==> config.mk <==
export PLATFORM = sky130hd
export DESIGN_NAME = programmable_function_unit
export DESIGN_NICKNAME = d
export VERILOG_FILES = /design/src/rtl/slice_pkg.sv /design/src/rtl/programmable_function_unit.sv /design/src/rtl/storage_cell.sv
export SDC_FILE = /design/constraint.sdc
export NUM_CORES = 1
export LEC_CHECK = 0
export ABC_AREA = 1
export BUFFER_PORTS_ARGS = -buffer_cell sky130_fd_sc_hd__buf_2
export CORE_MARGIN = 1
export CORE_UTILIZATION = 40
export DETAILED_ROUTE_END_ITERATION = 7
export GPL_TIMING_DRIVEN = 0
export SLEW_MARGIN = 30
export SYNTH_ARGS = -nofsm -noshare
export SYNTH_HDL_FRONTEND = slang
export SYNTH_SLANG_ARGS = --single-unit
==> constraint.sdc <==
create_clock -name pclk -period 8.35 [get_ports pclk]
set_input_delay 0.835 -clock pclk [delete_from_list [all_inputs] [get_ports pclk]]
set_output_delay 0.835 -clock pclk [all_outputs]
set_load 0.02 [all_outputs]
==> src/rtl/slice_pkg.sv <==
// Constants, modes and register map shared by the function unit and its storage cells
package slice_pkg;
  // Unit shape
  localparam int SLICES = 4;
  localparam int TABLE_DEPTH = 16;
  localparam int ADDR_W = 8;

  // Slice operating modes, one-hot
  typedef enum logic [3:0]
  {
    MODE_LOGIC = 4'h1,
    MODE_RIPPLE = 4'h2,
    MODE_RAM = 4'h4,
    MODE_ROM = 4'h8
  } mode_type;

  // Ripple-mode functions, one-hot
  typedef enum logic [8:0]
  {
    OP_ADD = 9'h001,
    OP_SUB = 9'h002,
    OP_ADDSUB = 9'h004,
    OP_UP = 9'h008,
    OP_DOWN = 9'h010,
    OP_MULT = 9'h020,
    OP_GE = 9'h040,
    OP_NE = 9'h080,
    OP_LE = 9'h100
  } ripple_op_type;

  // Register offsets; slice n sits at n * SLICE_STRIDE
  localparam logic [ADDR_W-1:0] SLICE_STRIDE = 8'h10;
  localparam logic [3:0] CFG_OFS = 4'h0;
  localparam logic [3:0] TABLE_OFS = 4'h4;
  localparam logic [ADDR_W-1:0] UNIT_CTRL_ADDR = 8'h40;
  localparam logic [ADDR_W-1:0] UNIT_STATUS_ADDR = 8'h44;

  // Slice configuration word fields
  localparam int CFG_MODE_LSB = 0;
  localparam int CFG_LATCH_BIT = 4;
  localparam int CFG_NEGCLK_BIT = 5;
  localparam int CFG_SYNC_BIT = 6;
  localparam int CFG_SRVAL_BIT = 7;
  localparam int CFG_OP_LSB = 8;
  localparam int CFG_W = 17;
  localparam int CTRL_DUAL_BIT = 0;

  // Reset values
  localparam logic [CFG_W-1:0] CFG_RESET = 17'h00001;
  localparam logic [15:0] TABLE_RESET = 16'h0000;
  localparam logic CTRL_DUAL_RESET = 1'b0;
endpackage

==> src/rtl/programmable_function_unit.sv <==
// Four-slice function unit: tables, wide muxes, ripple arithmetic, distributed RAM/ROM
`timescale 1ns/1ps
module programmable_function_unit #(
  parameter bit HAS_RAM = 1'b1 // 0 builds the unit without RAM
) (
  input wire logic pclk, // APB and fabric clock
  input wire logic presetn, // Async reset, active low
  input wire logic psel, // APB select
  input wire logic penable, // APB enable
  input wire logic pwrite, // APB direction
  input wire logic [slice_pkg::ADDR_W-1:0] paddr, // APB byte address
  input wire logic [31:0] pwdata, // APB write data
  output logic [31:0] prdata, // APB read data
  output logic pready, // APB ready
  output logic pslverr, // APB error
  input wire logic [3:0] tab0_a, // Table 0 input a, per slice
  input wire logic [3:0] tab0_b, // Table 0 input b
  input wire logic [3:0] tab0_c, // Table 0 input c
  input wire logic [3:0] tab0_d, // Table 0 input d
  input wire logic [3:0] tab1_a, // Table 1 input a
  input wire logic [3:0] tab1_b, // Table 1 input b
  input wire logic [3:0] tab1_c, // Table 1 input c
  input wire logic [3:0] tab1_d, // Table 1 input d
  input wire logic [3:0] multipurpose_input_zero, // Mux select / write data bit 0
  input wire logic [3:0] multipurpose_input_one, // Wide mux select / write data bit 1
  input wire logic [3:0] clock_enable, // Storage clock enable
  input wire logic [3:0] local_set_reset, // Storage set/reset
  input wire logic [3:0] slice_clock, // Routed slice clock
  input wire logic carry_chain_in, // Carry from the previous unit
  output logic [3:0] table_bypass_out_zero, // Table 0 result
  output logic [3:0] table_bypass_out_one, // Table 1 result
  output logic [3:0] storage_out_zero, // Storage cell 0
  output logic [3:0] storage_out_one, // Storage cell 1
  output logic [3:0] wide_mux_out_zero, // Five-input mux
  output logic [3:0] wide_mux_out_one, // Six/seven/eight-input mux
  output logic carry_chain_out // Carry to the next unit
);
  import slice_pkg::*;

  typedef struct packed
  {
    logic [SLICES-1:0][CFG_W-1:0] cfg;
    logic dual;
    logic [SLICES-1:0][1:0][TABLE_DEPTH-1:0] tab;
    logic [SLICES-1:0] clk_prev;
    logic [31:0] rdata;
    logic slverr;
  } unit_state_type;

  unit_state_type s_q;
  unit_state_type s_d;

  logic [SLICES-1:0][1:0] f;
  logic [SLICES-1:0][1:0] q;
  logic [SLICES-1:0] five_mux;
  logic [SLICES-1:0] chain_mux;
  logic [SLICES:0] carry;
  logic [SLICES-1:0] gen;
  logic [SLICES-1:0] prop;
  logic [SLICES-1:0][3:0] idx0;
  logic [SLICES-1:0][3:0] idx1;
  logic [SLICES-1:0][1:0] xo;
  logic [SLICES-1:0][1:0] yo;
  logic [SLICES-1:0][1:0] go;
  logic [SLICES-1:0][1:0] po;
  logic [SLICES-1:0] c1;
  logic [SLICES-1:0] ev;
  logic [SLICES-1:0] ram_we;
  logic [1:0] a_op [SLICES];
  logic [1:0] b_op [SLICES];

  // Table lookup and ripple arithmetic per slice
  always_comb
  begin
    carry[0] = carry_chain_in;
    for (int i = 0; i < SLICES; i++)
    begin
      a_op[i] = {tab1_a[i], tab0_a[i]};
      b_op[i] = {tab1_b[i], tab0_b[i]};
      idx0[i] = {tab0_d[i], tab0_c[i], tab0_b[i], tab0_a[i]};
      // Single-port RAM shares one address across both bits
      if (s_q.cfg[i][CFG_MODE_LSB+:4] == MODE_RAM)
        idx1[i] = idx0[i];
      else
        idx1[i] = {tab1_d[i], tab1_c[i], tab1_b[i], tab1_a[i]};
      xo[i] = a_op[i];
      yo[i] = b_op[i];
      case (s_q.cfg[i][CFG_OP_LSB+:9])
        OP_ADD: yo[i] = b_op[i];
        OP_SUB: yo[i] = ~b_op[i];
        OP_ADDSUB: yo[i] = multipurpose_input_zero[i] ? b_op[i] : ~b_op[i];
        OP_UP:
        begin
          xo[i] = q[i];
          yo[i] = 2'b00;
        end
        OP_DOWN:
        begin
          xo[i] = q[i];
          yo[i] = 2'b11;
        end
        OP_MULT: xo[i] = a_op[i] & {2{multipurpose_input_zero[i]}};
        OP_GE: yo[i] = ~b_op[i];
        OP_LE:
        begin
          xo[i] = b_op[i];
          yo[i] = ~a_op[i];
        end
        default: yo[i] = b_op[i];
      endcase
      go[i] = xo[i] & yo[i];
      po[i] = xo[i] ^ yo[i];
      c1[i] = go[i][0] | (po[i][0] & carry[i]);
      gen[i] = go[i][1] | (po[i][1] & go[i][0]);
      prop[i] = po[i][1] & po[i][0];
      if (s_q.cfg[i][CFG_MODE_LSB+:4] == MODE_RIPPLE)
      begin
        f[i] = {po[i][1] ^ c1[i], po[i][0] ^ carry[i]};
        if (s_q.cfg[i][CFG_OP_LSB+:9] == OP_NE)
          carry[i+1] = carry[i] | (a_op[i] != b_op[i]);
        else
          carry[i+1] = gen[i] | (prop[i] & carry[i]);
      end
      else
      begin
        // Non-ripple slices pass the chain through untouched
        f[i] = {s_q.tab[i][1][idx1[i]], s_q.tab[i][0][idx0[i]]};
        carry[i+1] = carry[i];
      end
      five_mux[i] = multipurpose_input_zero[i] ? f[i][1] : f[i][0];
    end
  end

  // Wide-function muxes chained across slices
  always_comb
  begin
    chain_mux[0] = multipurpose_input_one[0] ? five_mux[1] : five_mux[0];
    chain_mux[2] = multipurpose_input_one[2] ? five_mux[3] : five_mux[2];
    chain_mux[1] = multipurpose_input_one[1] ? chain_mux[2] : chain_mux[0];
    // The neighbour unit's seven-input result arrives on the inter-unit path
    chain_mux[3] = multipurpose_input_one[3] ? carry_chain_in : chain_mux[1];
  end

  // Slice clock events that drive RAM writes
  always_comb
  begin
    for (int i = 0; i < SLICES; i++)
    begin
      ev[i] = s_q.cfg[i][CFG_NEGCLK_BIT] ? (s_q.clk_prev[i] & ~slice_clock[i])
                                         : (~s_q.clk_prev[i] & slice_clock[i]);
      ram_we[i] = HAS_RAM && (s_q.cfg[i][CFG_MODE_LSB+:4] == MODE_RAM)
                  && ev[i] && clock_enable[i];
    end
  end

  // Next state: RAM writes, then APB configuration access
  always_comb
  begin
    int src;
    logic hit;
    logic [1:0] sl;
    logic [31:0] rd;
    src = 0;
    sl = paddr[5:4];
    hit = 1'b0;
    rd = 32'h0000_0000;
    s_d = s_q;
    s_d.clk_prev = slice_clock;
    for (int i = 0; i < SLICES; i++)
    begin
      // Odd slice of a dual-port pair mirrors its partner's writes
      src = (s_q.dual && i[0]) ? i - 1 : i;
      if (ram_we[src] && ((src == i) || (s_q.cfg[i][CFG_MODE_LSB+:4] == MODE_RAM)))
      begin
        s_d.tab[i][0][idx0[src]] = multipurpose_input_zero[src];
        s_d.tab[i][1][idx0[src]] = multipurpose_input_one[src];
      end
    end
    // Decode
    if (paddr[7:6] == 2'b00 && paddr[3:0] == CFG_OFS)
    begin
      hit = 1'b1;
      rd = {15'h0000, s_q.cfg[sl]};
    end
    else if (paddr[7:6] == 2'b00 && paddr[3:0] == TABLE_OFS)
    begin
      hit = 1'b1;
      rd = {s_q.tab[sl][1], s_q.tab[sl][0]};
    end
    else if (paddr == UNIT_CTRL_ADDR)
    begin
      hit = 1'b1;
      rd = {31'h0000_0000, s_q.dual};
    end
    else if (paddr == UNIT_STATUS_ADDR)
    begin
      hit = 1'b1;
      rd = {23'h00_0000, carry_chain_out, q};
    end
    // Read data latched in the setup cycle, answered in the access cycle
    if (psel && !penable)
    begin
      s_d.rdata = pwrite ? 32'h0000_0000 : rd;
      s_d.slverr = ~hit;
    end
    if (psel && penable && pwrite && hit)
    begin
      if (paddr[7:6] == 2'b00 && paddr[3:0] == CFG_OFS)
      begin
        s_d.cfg[sl] = pwdata[CFG_W-1:0];
        // The reduced variant turns a RAM request into ROM
        if (!HAS_RAM && pwdata[CFG_MODE_LSB+:4] == MODE_RAM)
          s_d.cfg[sl][CFG_MODE_LSB+:4] = MODE_ROM;
      end
      else if (paddr[7:6] == 2'b00 && paddr[3:0] == TABLE_OFS)
      begin
        // Configuration load wins over a same-cycle RAM write
        s_d.tab[sl] = pwdata;
      end
      else if (paddr == UNIT_CTRL_ADDR)
      begin
        s_d.dual = pwdata[CTRL_DUAL_BIT];
      end
    end
  end

  // State register
  always_ff @(posedge pclk or negedge presetn)
  begin
    if (!presetn)
    begin
      s_q <= '0;
      s_q.cfg <= {SLICES{CFG_RESET}};
      s_q.dual <= CTRL_DUAL_RESET;
      s_q.tab <= {(2*SLICES){TABLE_RESET}};
    end
    else
    begin
      s_q <= s_d;
    end
  end

  // Two storage cells per slice
  for (genvar g = 0; g < 2 * SLICES; g++)
  begin : gen_cell
    storage_cell u_cell (
      .pclk(pclk),
      .presetn(presetn),
      .d(f[g/2][g%2]),
      .slice_clock(slice_clock[g/2]),
      .clock_enable(clock_enable[g/2]),
      .local_set_reset(local_set_reset[g/2]),
      .latch_mode(s_q.cfg[g/2][CFG_LATCH_BIT]),
      .neg_clk(s_q.cfg[g/2][CFG_NEGCLK_BIT]),
      .sync_sr(s_q.cfg[g/2][CFG_SYNC_BIT]),
      .sr_val(s_q.cfg[g/2][CFG_SRVAL_BIT]),
      .q(q[g/2][g%2])
    );
  end

  // Outputs: 6 routed per slice plus the chain end
  always_comb
  begin
    for (int i = 0; i < SLICES; i++)
    begin
      table_bypass_out_zero[i] = f[i][0];
      table_bypass_out_one[i] = f[i][1];
      storage_out_zero[i] = q[i][0];
      storage_out_one[i] = q[i][1];
      wide_mux_out_zero[i] = five_mux[i];
      wide_mux_out_one[i] = chain_mux[i];
    end
  end

  assign carry_chain_out = carry[SLICES];
  assign prdata = s_q.rdata;
  assign pready = 1'b1;
  assign pslverr = psel & penable & s_q.slverr;
endmodule

==> src/rtl/storage_cell.sv <==
// One slice storage element: flip-flop or latch with clock enable and set/reset
`timescale 1ns/1ps
module storage_cell (
  input wire logic pclk, // System clock
  input wire logic presetn, // Async reset, active low
  input wire logic d, // Data from the table output
  input wire logic slice_clock, // Routed slice clock, sampled on pclk
  input wire logic clock_enable, // Clock enable
  input wire logic local_set_reset, // Local set/reset
  input wire logic latch_mode, // 1: level latch, 0: edge flip-flop
  input wire logic neg_clk, // 1: falling edge or low level active
  input wire logic sync_sr, // 1: set/reset waits for a clock event
  input wire logic sr_val, // Value forced by set/reset
  output logic q // Stored value
);
  import slice_pkg::*;

  typedef struct packed
  {
    logic q;
    logic clk_prev;
  } cell_state_type;

  cell_state_type s_q;
  cell_state_type s_d;
  logic edge_ev;
  logic level_open;
  logic clocked;

  // Clock event detection and next value
  always_comb
  begin
    edge_ev = neg_clk ? (s_q.clk_prev & ~slice_clock) : (~s_q.clk_prev & slice_clock);
    level_open = slice_clock ^ neg_clk;
    clocked = latch_mode ? level_open : edge_ev;
    s_d = s_q;
    s_d.clk_prev = slice_clock;
    if (local_set_reset && !sync_sr)
    begin
      s_d.q = sr_val;
    end
    else if (clocked && local_set_reset)
    begin
      s_d.q = sr_val;
    end
    else if (clocked && clock_enable)
    begin
      s_d.q = d;
    end
  end

  // State register
  always_ff @(posedge pclk or negedge presetn)
  begin
    if (!presetn)
      s_q <= '0;
    else
      s_q <= s_d;
  end

  assign q = s_q.q;
endmodule

# == Yosys cells after proc, flatten, opt, wreduce, memory -nomap -nowiden ==
# Index checks and enable logic that the tools add are counted.
# word_totals
ff_bits,246
in_bits,98
output_inout_bits,59
elab_cells,404
# classes
n_lt_le_gt_ge,18
n_eq_ne,49
muxes,156
bitwise_logic,97
reduce_logical,56
# op_table
cell,n
$mux 128,3
$mux 32,9
$bwmux 128,1
$bwmux 16,8
$mux 1,82
$bwmux 68,1
$bmux 32 s2,1
$demux 32 s2,1
$lt 4x5->1 const B,10
$pmux 2 s5,4
$eq 9x2->1 const B,4
$eq 9x3->1 const B,4
$eq 9x4->1 const B,4
$eq 9x5->1 const B,4
$eq 9x6->1 const B,4
$eq 9x7->1 const B,4
$eq 9x8->1 const B,4
$eq 9x9->1 const B,4
$and 1x1->1,34
$bmux 17 s2,1
$demux 17 s2,1
$mux 17,2
$logic_and 1x1->1,33
$bmux 1 s4,8
31 further kinds,145

# == Logic depth before layout (Yosys ltp) ==
# logic_depth
word_depth,26
mapped_depth,28
depth_no_buf,28

# == Hierarchy ==
# A second synthesis with hierarchy kept.
# hier_totals
cells_unflattened,2411
hier_area_um2,16858.7
# modules_own_cells
mod,n_inst,cells_each,area_per_inst_um2,seq_area_each_um2
programmable_function_unit,1,2227,15787.6,5860.6
storage_cell,8,23,133.9,50.0

# == Worst setup path after synthesis ==
# Ideal clock, no wire load.
# synth_path
path_type,input -> output
start,input port multipurpose_input_zero[0]
end,output port wide_mux_out_one[3]
arrival_ps,3825
required_time_ps,7515
path_slack_ps,3690
cell_stages,22
n_path_buf,1
path_cell_list,clkbuf_1 > o21ai_0 > a21oi_1 > o21ai_0 > ha_1 > nand2_1 > inv_1 > o21ai_0 > nand3_1 > o21ai_0 > o21ai_0 > nand2_1 > nand2_1 > inv_1 > fa_1 > o21ai_0 > nand2_1 > nand3_1 > nand3_1 > nand2_1 > nand2_1 > nand2_1
# synth_between
word_cells_on_any_way,51
classes_between,21 x mux; 30 x bitwise
# synth_rtl
element,line,source
start: declaration,programmable_function_unit.sv:24,"input wire logic [3:0] multipurpose_input_zero,"
$mux 2 / $and 2x2->2 (equally long branches),"programmable_function_unit.sv:91, programmable_function_unit.sv:102",
$pmux 2 s5 / $pmux 2 s3 (equally long branches),programmable_function_unit.sv:88,case (s_q.cfg[i][CFG_OP_LSB+:9])
$xor 2x2->2 / $and 2x2->2 (equally long branches),"programmable_function_unit.sv:112, programmable_function_unit.sv:111",
$and 1x1->1 (on tied branches),"programmable_function_unit.sv:114, programmable_function_unit.sv:115",
$or 1x1->1 / $and 1x1->1 (equally long branches),"programmable_function_unit.sv:114, programmable_function_unit.sv:122",
$or 1x1->1 (*),programmable_function_unit.sv:122,carry[i+1] = gen[i] | (prop[i] & carry[i]);
$mux 1 (*),programmable_function_unit.sv:119,if (s_q.cfg[i][CFG_OP_LSB+:9] == OP_NE)
$mux 1 (*),programmable_function_unit.sv:116,if (s_q.cfg[i][CFG_MODE_LSB+:4] == MODE_RIPPLE)
(+8 left out),--,
$xor 1x1->1 (*),programmable_function_unit.sv:118,"f[i] = {po[i][1] ^ c1[i], po[i][0] ^ carry[i]};"
$mux 2 (*),programmable_function_unit.sv:116,
net gen_cell[6].u_cell.d,storage_cell.sv:6,"input wire logic d,"
$mux 1 (*),programmable_function_unit.sv:130,five_mux[i] = multipurpose_input_zero[i] ? f[i][1] : f[i][0];
$mux 1 (*),programmable_function_unit.sv:138,chain_mux[2] = multipurpose_input_one[2] ? five_mux[3] : five_mux[2];
$mux 1 (*),programmable_function_unit.sv:139,chain_mux[1] = multipurpose_input_one[1] ? chain_mux[2] : chain_mux[0];
net wide_mux_out_one[1],programmable_function_unit.sv:35,"output logic [3:0] wide_mux_out_one,"
$mux 1 (*),programmable_function_unit.sv:141,chain_mux[3] = multipurpose_input_one[3] ? carry_chain_in : chain_mux[1];
end: declaration,programmable_function_unit.sv:35,
# The timed path passes the listed nets; every way through them passes the cells marked *.

# == Final worst setup path ==
# layout_path
start,register s_q[175] in the netlist's numbering
end,output port wide_mux_out_one[3]
# layout_between
word_cells_on_any_way,59
classes_between,8 x eq/ne; 20 x mux; 29 x bitwise; 2 x reduce/logical
# layout_rtl
element,line,source
start: declaration,programmable_function_unit.sv:50,unit_state_type s_q;
$eq 9x7->1 (tied with other cells),programmable_function_unit.sv:88,
$reduce_or 2->1 (no line),--,
$pmux 2 s5 / $pmux 2 s3 (equally long branches),programmable_function_unit.sv:88,
$xor 2x2->2 / $and 2x2->2 (equally long branches),"programmable_function_unit.sv:112, programmable_function_unit.sv:111",
$and 1x1->1 (on tied branches),"programmable_function_unit.sv:114, programmable_function_unit.sv:115",
$or 1x1->1 / $and 1x1->1 (equally long branches),"programmable_function_unit.sv:114, programmable_function_unit.sv:122",
$or 1x1->1,programmable_function_unit.sv:122,
$mux 1 (*),programmable_function_unit.sv:119,
(+8 left out),--,
$mux 1 (*),programmable_function_unit.sv:116,
$xor 1x1->1 (*),programmable_function_unit.sv:118,
$mux 2 (*),programmable_function_unit.sv:116,
net gen_cell[6].u_cell.d,storage_cell.sv:6,
$mux 1 (*),programmable_function_unit.sv:130,
$mux 1 (*),programmable_function_unit.sv:138,
$mux 1 (*),programmable_function_unit.sv:139,
$mux 1 (*),programmable_function_unit.sv:141,
# Marked as above.

==> results.md <==
- Total power: 0.00301 W
- Nets: 2570
- CTS tree: built
- Setup violations, final: 0
- Final Max Tran Viols: 0
- Post-synth EDFFs: 0
- # Post-CTS Setup Buffers: 0
- Gpl congestion: 1.01
- Crit path DAT: 6.04 ns
- Clk Tree Root Cell: clkbuf_16
- Clk buf depth: 3
- Initial antenna violation count: 0
- Area growth, synth to finish: 16.0%
- Final hold vios: 0
- Crit Path Category: reg2out
- Pre-Repair DR Iteration Count: 8
- Peak VDD IR: 0.138 mV
- Post-synthesis net count: 2382
- Clock skew: 0.0135 ns
- Crit Path Max Fanout: 4
- Port bufs: 153
- First-pass GRT wire length: 102000 um
- Final cell count without fillers: 3001
- Share of flip-flops with an asynchronous set or reset: 100%
- Synthesized flop and latch total: 242
- Combinational power share: 12.0%
- Switching portion of total power: 27.9%
- Row cnt: 73
- DP Cell Count: 2945
- Clock Latency Late Sink: 0.59 ns
- Psw: 0.000839 W
- Final cycle utilization of the critical path: 82.3%
- Req. time, crit path: 7.52 ns
- CTS buffer count: 30
- Syn avg cell area: 7.18 um^2
- # H-tree levels: 1
- DP HPWL: 55400 um
- CTS clock-pin slew for the worst setup and hold paths: 0.06 ns
- Mapped Cells: 2264
- CP Buf/Inv Count: 3
- Routed via count: 17300
- Ys Warns: 0
- Initial core utilization: 40.7%
- Seq pwr share: 39.7%
- Top FF cell, synth: dfrtp_1
- Measured slew at the worst slew-check pin: 0.848 ns
- RSZ-0062 raised after global routing: no
- Most used cell, CP: nand2_1
- Internal cell power: 0.00217 W
- Dpl cell area: 0.0178 mm^2
- Residual DRC: 0
- Post-Syn Area: 0.0163 mm^2
- Crit-path max cell delay: 0.69 ns
- CP Capture Type: primary output
- Slowest stage cell, crit path: o21ai_0
- Number of DRC markers in iteration 0: 2148
- Core Area: 0.0399 mm^2
- Final ANT Viol Nets: 0
- Slew HR: 43.1%
- GRT overflow: 0
- Post-cts repair resize count: 0
- Total Wirelength: 70300 um
- Fin Setup TNS: 0 ns
- Pwr/cell area: 160 mW/mm^2
- Vias per cell: 5.76
- DIE HEIGHT: 204 um
- Max Cap Viol: 0
- Vias in the first global route: 15900
- Period minus WS final: 6.87 ns
- Inserted Diodes: 0
- Cell variety after synth: 56
- DIE WIDTH: 204 um
- Clock Power Share: 48.3%
- Min-Delay Path Class: in2async
- Achievable frequency: 146 MHz
- Gr usage total: 33.7%
- Cell family with most CP delay: simple AND/OR/NAND/NOR gates
- Sink Count: 242
- Hold_buf cts: 0
- Pin count of the biggest net entering global routing: 80
- Drt wl/cell: 23.4 um
- Share of cells above drive strength 1: 13.9%
- CP Launch Type: flop
- Status: completed
- Sequential fraction of the synthesis area: 37.3%
- Ports: 157
- Fin area: 0.0189 mm^2
- Die ar.: 0.0415 mm^2
- Pleak: 9.26 nW
[registers in the layout, summed over array words and instances, names as in the netlist]
| signal | count |
|---|---|
| s_q | 202 |
| gen_cell.u_cell.q | 8 |
| prdata | 32 |
[cells by family after synthesis]
| kind of cell | share of synthesized area (%) |
|---|---|
| xor+xnor | 0.862 |
| simple gates | 23.0 |
| fa+ha+maj | 1.72 |
| other cells | 0.0231 |
| compound gates | 23.9 |
| buf+inv | 13.2 |
| flops | 37.3 |
[metrics by stage]
stage / utilization, % / setup WS (ns) / hold WS (ns)
finish: 47.3 / 1.48 / 0.171
CTS: 47.3 / 1.65 / 0.195
floorplan: - / 3.69 / 0.450
global placement: 44.3 / 1.82 / 0.470
global route: 47.3 / 1.07 / 0.215
detailed placement: 44.5 / 2.12 / 0.471
[layout by cell type, fill, tap and decap left out, drive strengths merged, types with 54 or more instances in the layout]
master	instances
buf	246
dfrtp	238
inv	337
o211ai	96
o21ai	370
clkbuf	89
nor2	114
nand2	537
o22ai	54
nand3	150
[synth_stat cells (20+ instances only)]
| master | instances | area share [%] |
|---|---|---|
| nand3_1 | 145 | 4.5 |
| nor2_1 | 108 | 2.5 |
| clkbuf_1 | 45 | 1.0 |
| a21oi_1 | 45 | 1.4 |
| inv_1 | 332 | 7.7 |
| a221oi_1 | 25 | 1.3 |
| o21ai_1 | 82 | 2.5 |
| o211ai_1 | 96 | 4.4 |
| dfrtp_1 | 238 | 37 |
| o21ai_0 | 269 | 8.3 |
| nand2_1 | 532 | 12 |
| o22ai_1 | 54 | 2.1 |
| buf_2 | 20 | 0.62 |
| nand4_1 | 21 | 0.81 |
| buf_4 | 52 | 2.4 |
[power by group through the flow]
stage                     Sequential, W  Clock, W  Combinational, W
final                           0.00120   0.00145          0.000360
after global placement          0.00122         0          0.000342
after detailed placement        0.00122         0          0.000350
after global routing            0.00120   0.00151          0.000384
after floorplan                 0.00121         0          0.000173
after CTS                       0.00120   0.00146          0.000351
[path summary, 6_finish.rpt]
check	start	endpoint	slack (ns)	cells after the start
worst max-delay path	s_q[175]	wide_mux_out_one[3]	1.48	27
worst min-delay path	presetn	s_q[33]	0.17	1
worst max register to register	s_q[175]	gen_cell[6].u_cell.q	3.61	22
worst min register to register	prdata[28]	prdata[28]	0.49	2
max in group asynchronous	presetn	s_q[217]	7.35	2
min in group pclk	slice_clock[0]	s_q[33]	0.39	1
[final cells by class]
cell class	instances	area [um^2]
Buffer	135	851
Clock buffer	44	895
Clock inverter	12	195
Fill cell	4135	21000
Inverter	346	1300
Multi-Input combinational cell	1541	8050
Sequential cell	242	6060
Tap cell	525	657
Timing Repair Buffer	156	858
[routing by layer]
layer | vias up | part of all wire [%] | track usage, % | wire, um
met5 | - | 0 | 0 | 0
met4 | 0 | 5.0 | 15.7 | 3550
met3 | 173 | 11 | 6.23 | 7570
met2 | 1014 | 43 | 49.8 | 29900
met1 | 8154 | 42 | 47.5 | 29300
li1 | 7950 | - | - | -
(Power assumes the default switching activity.)
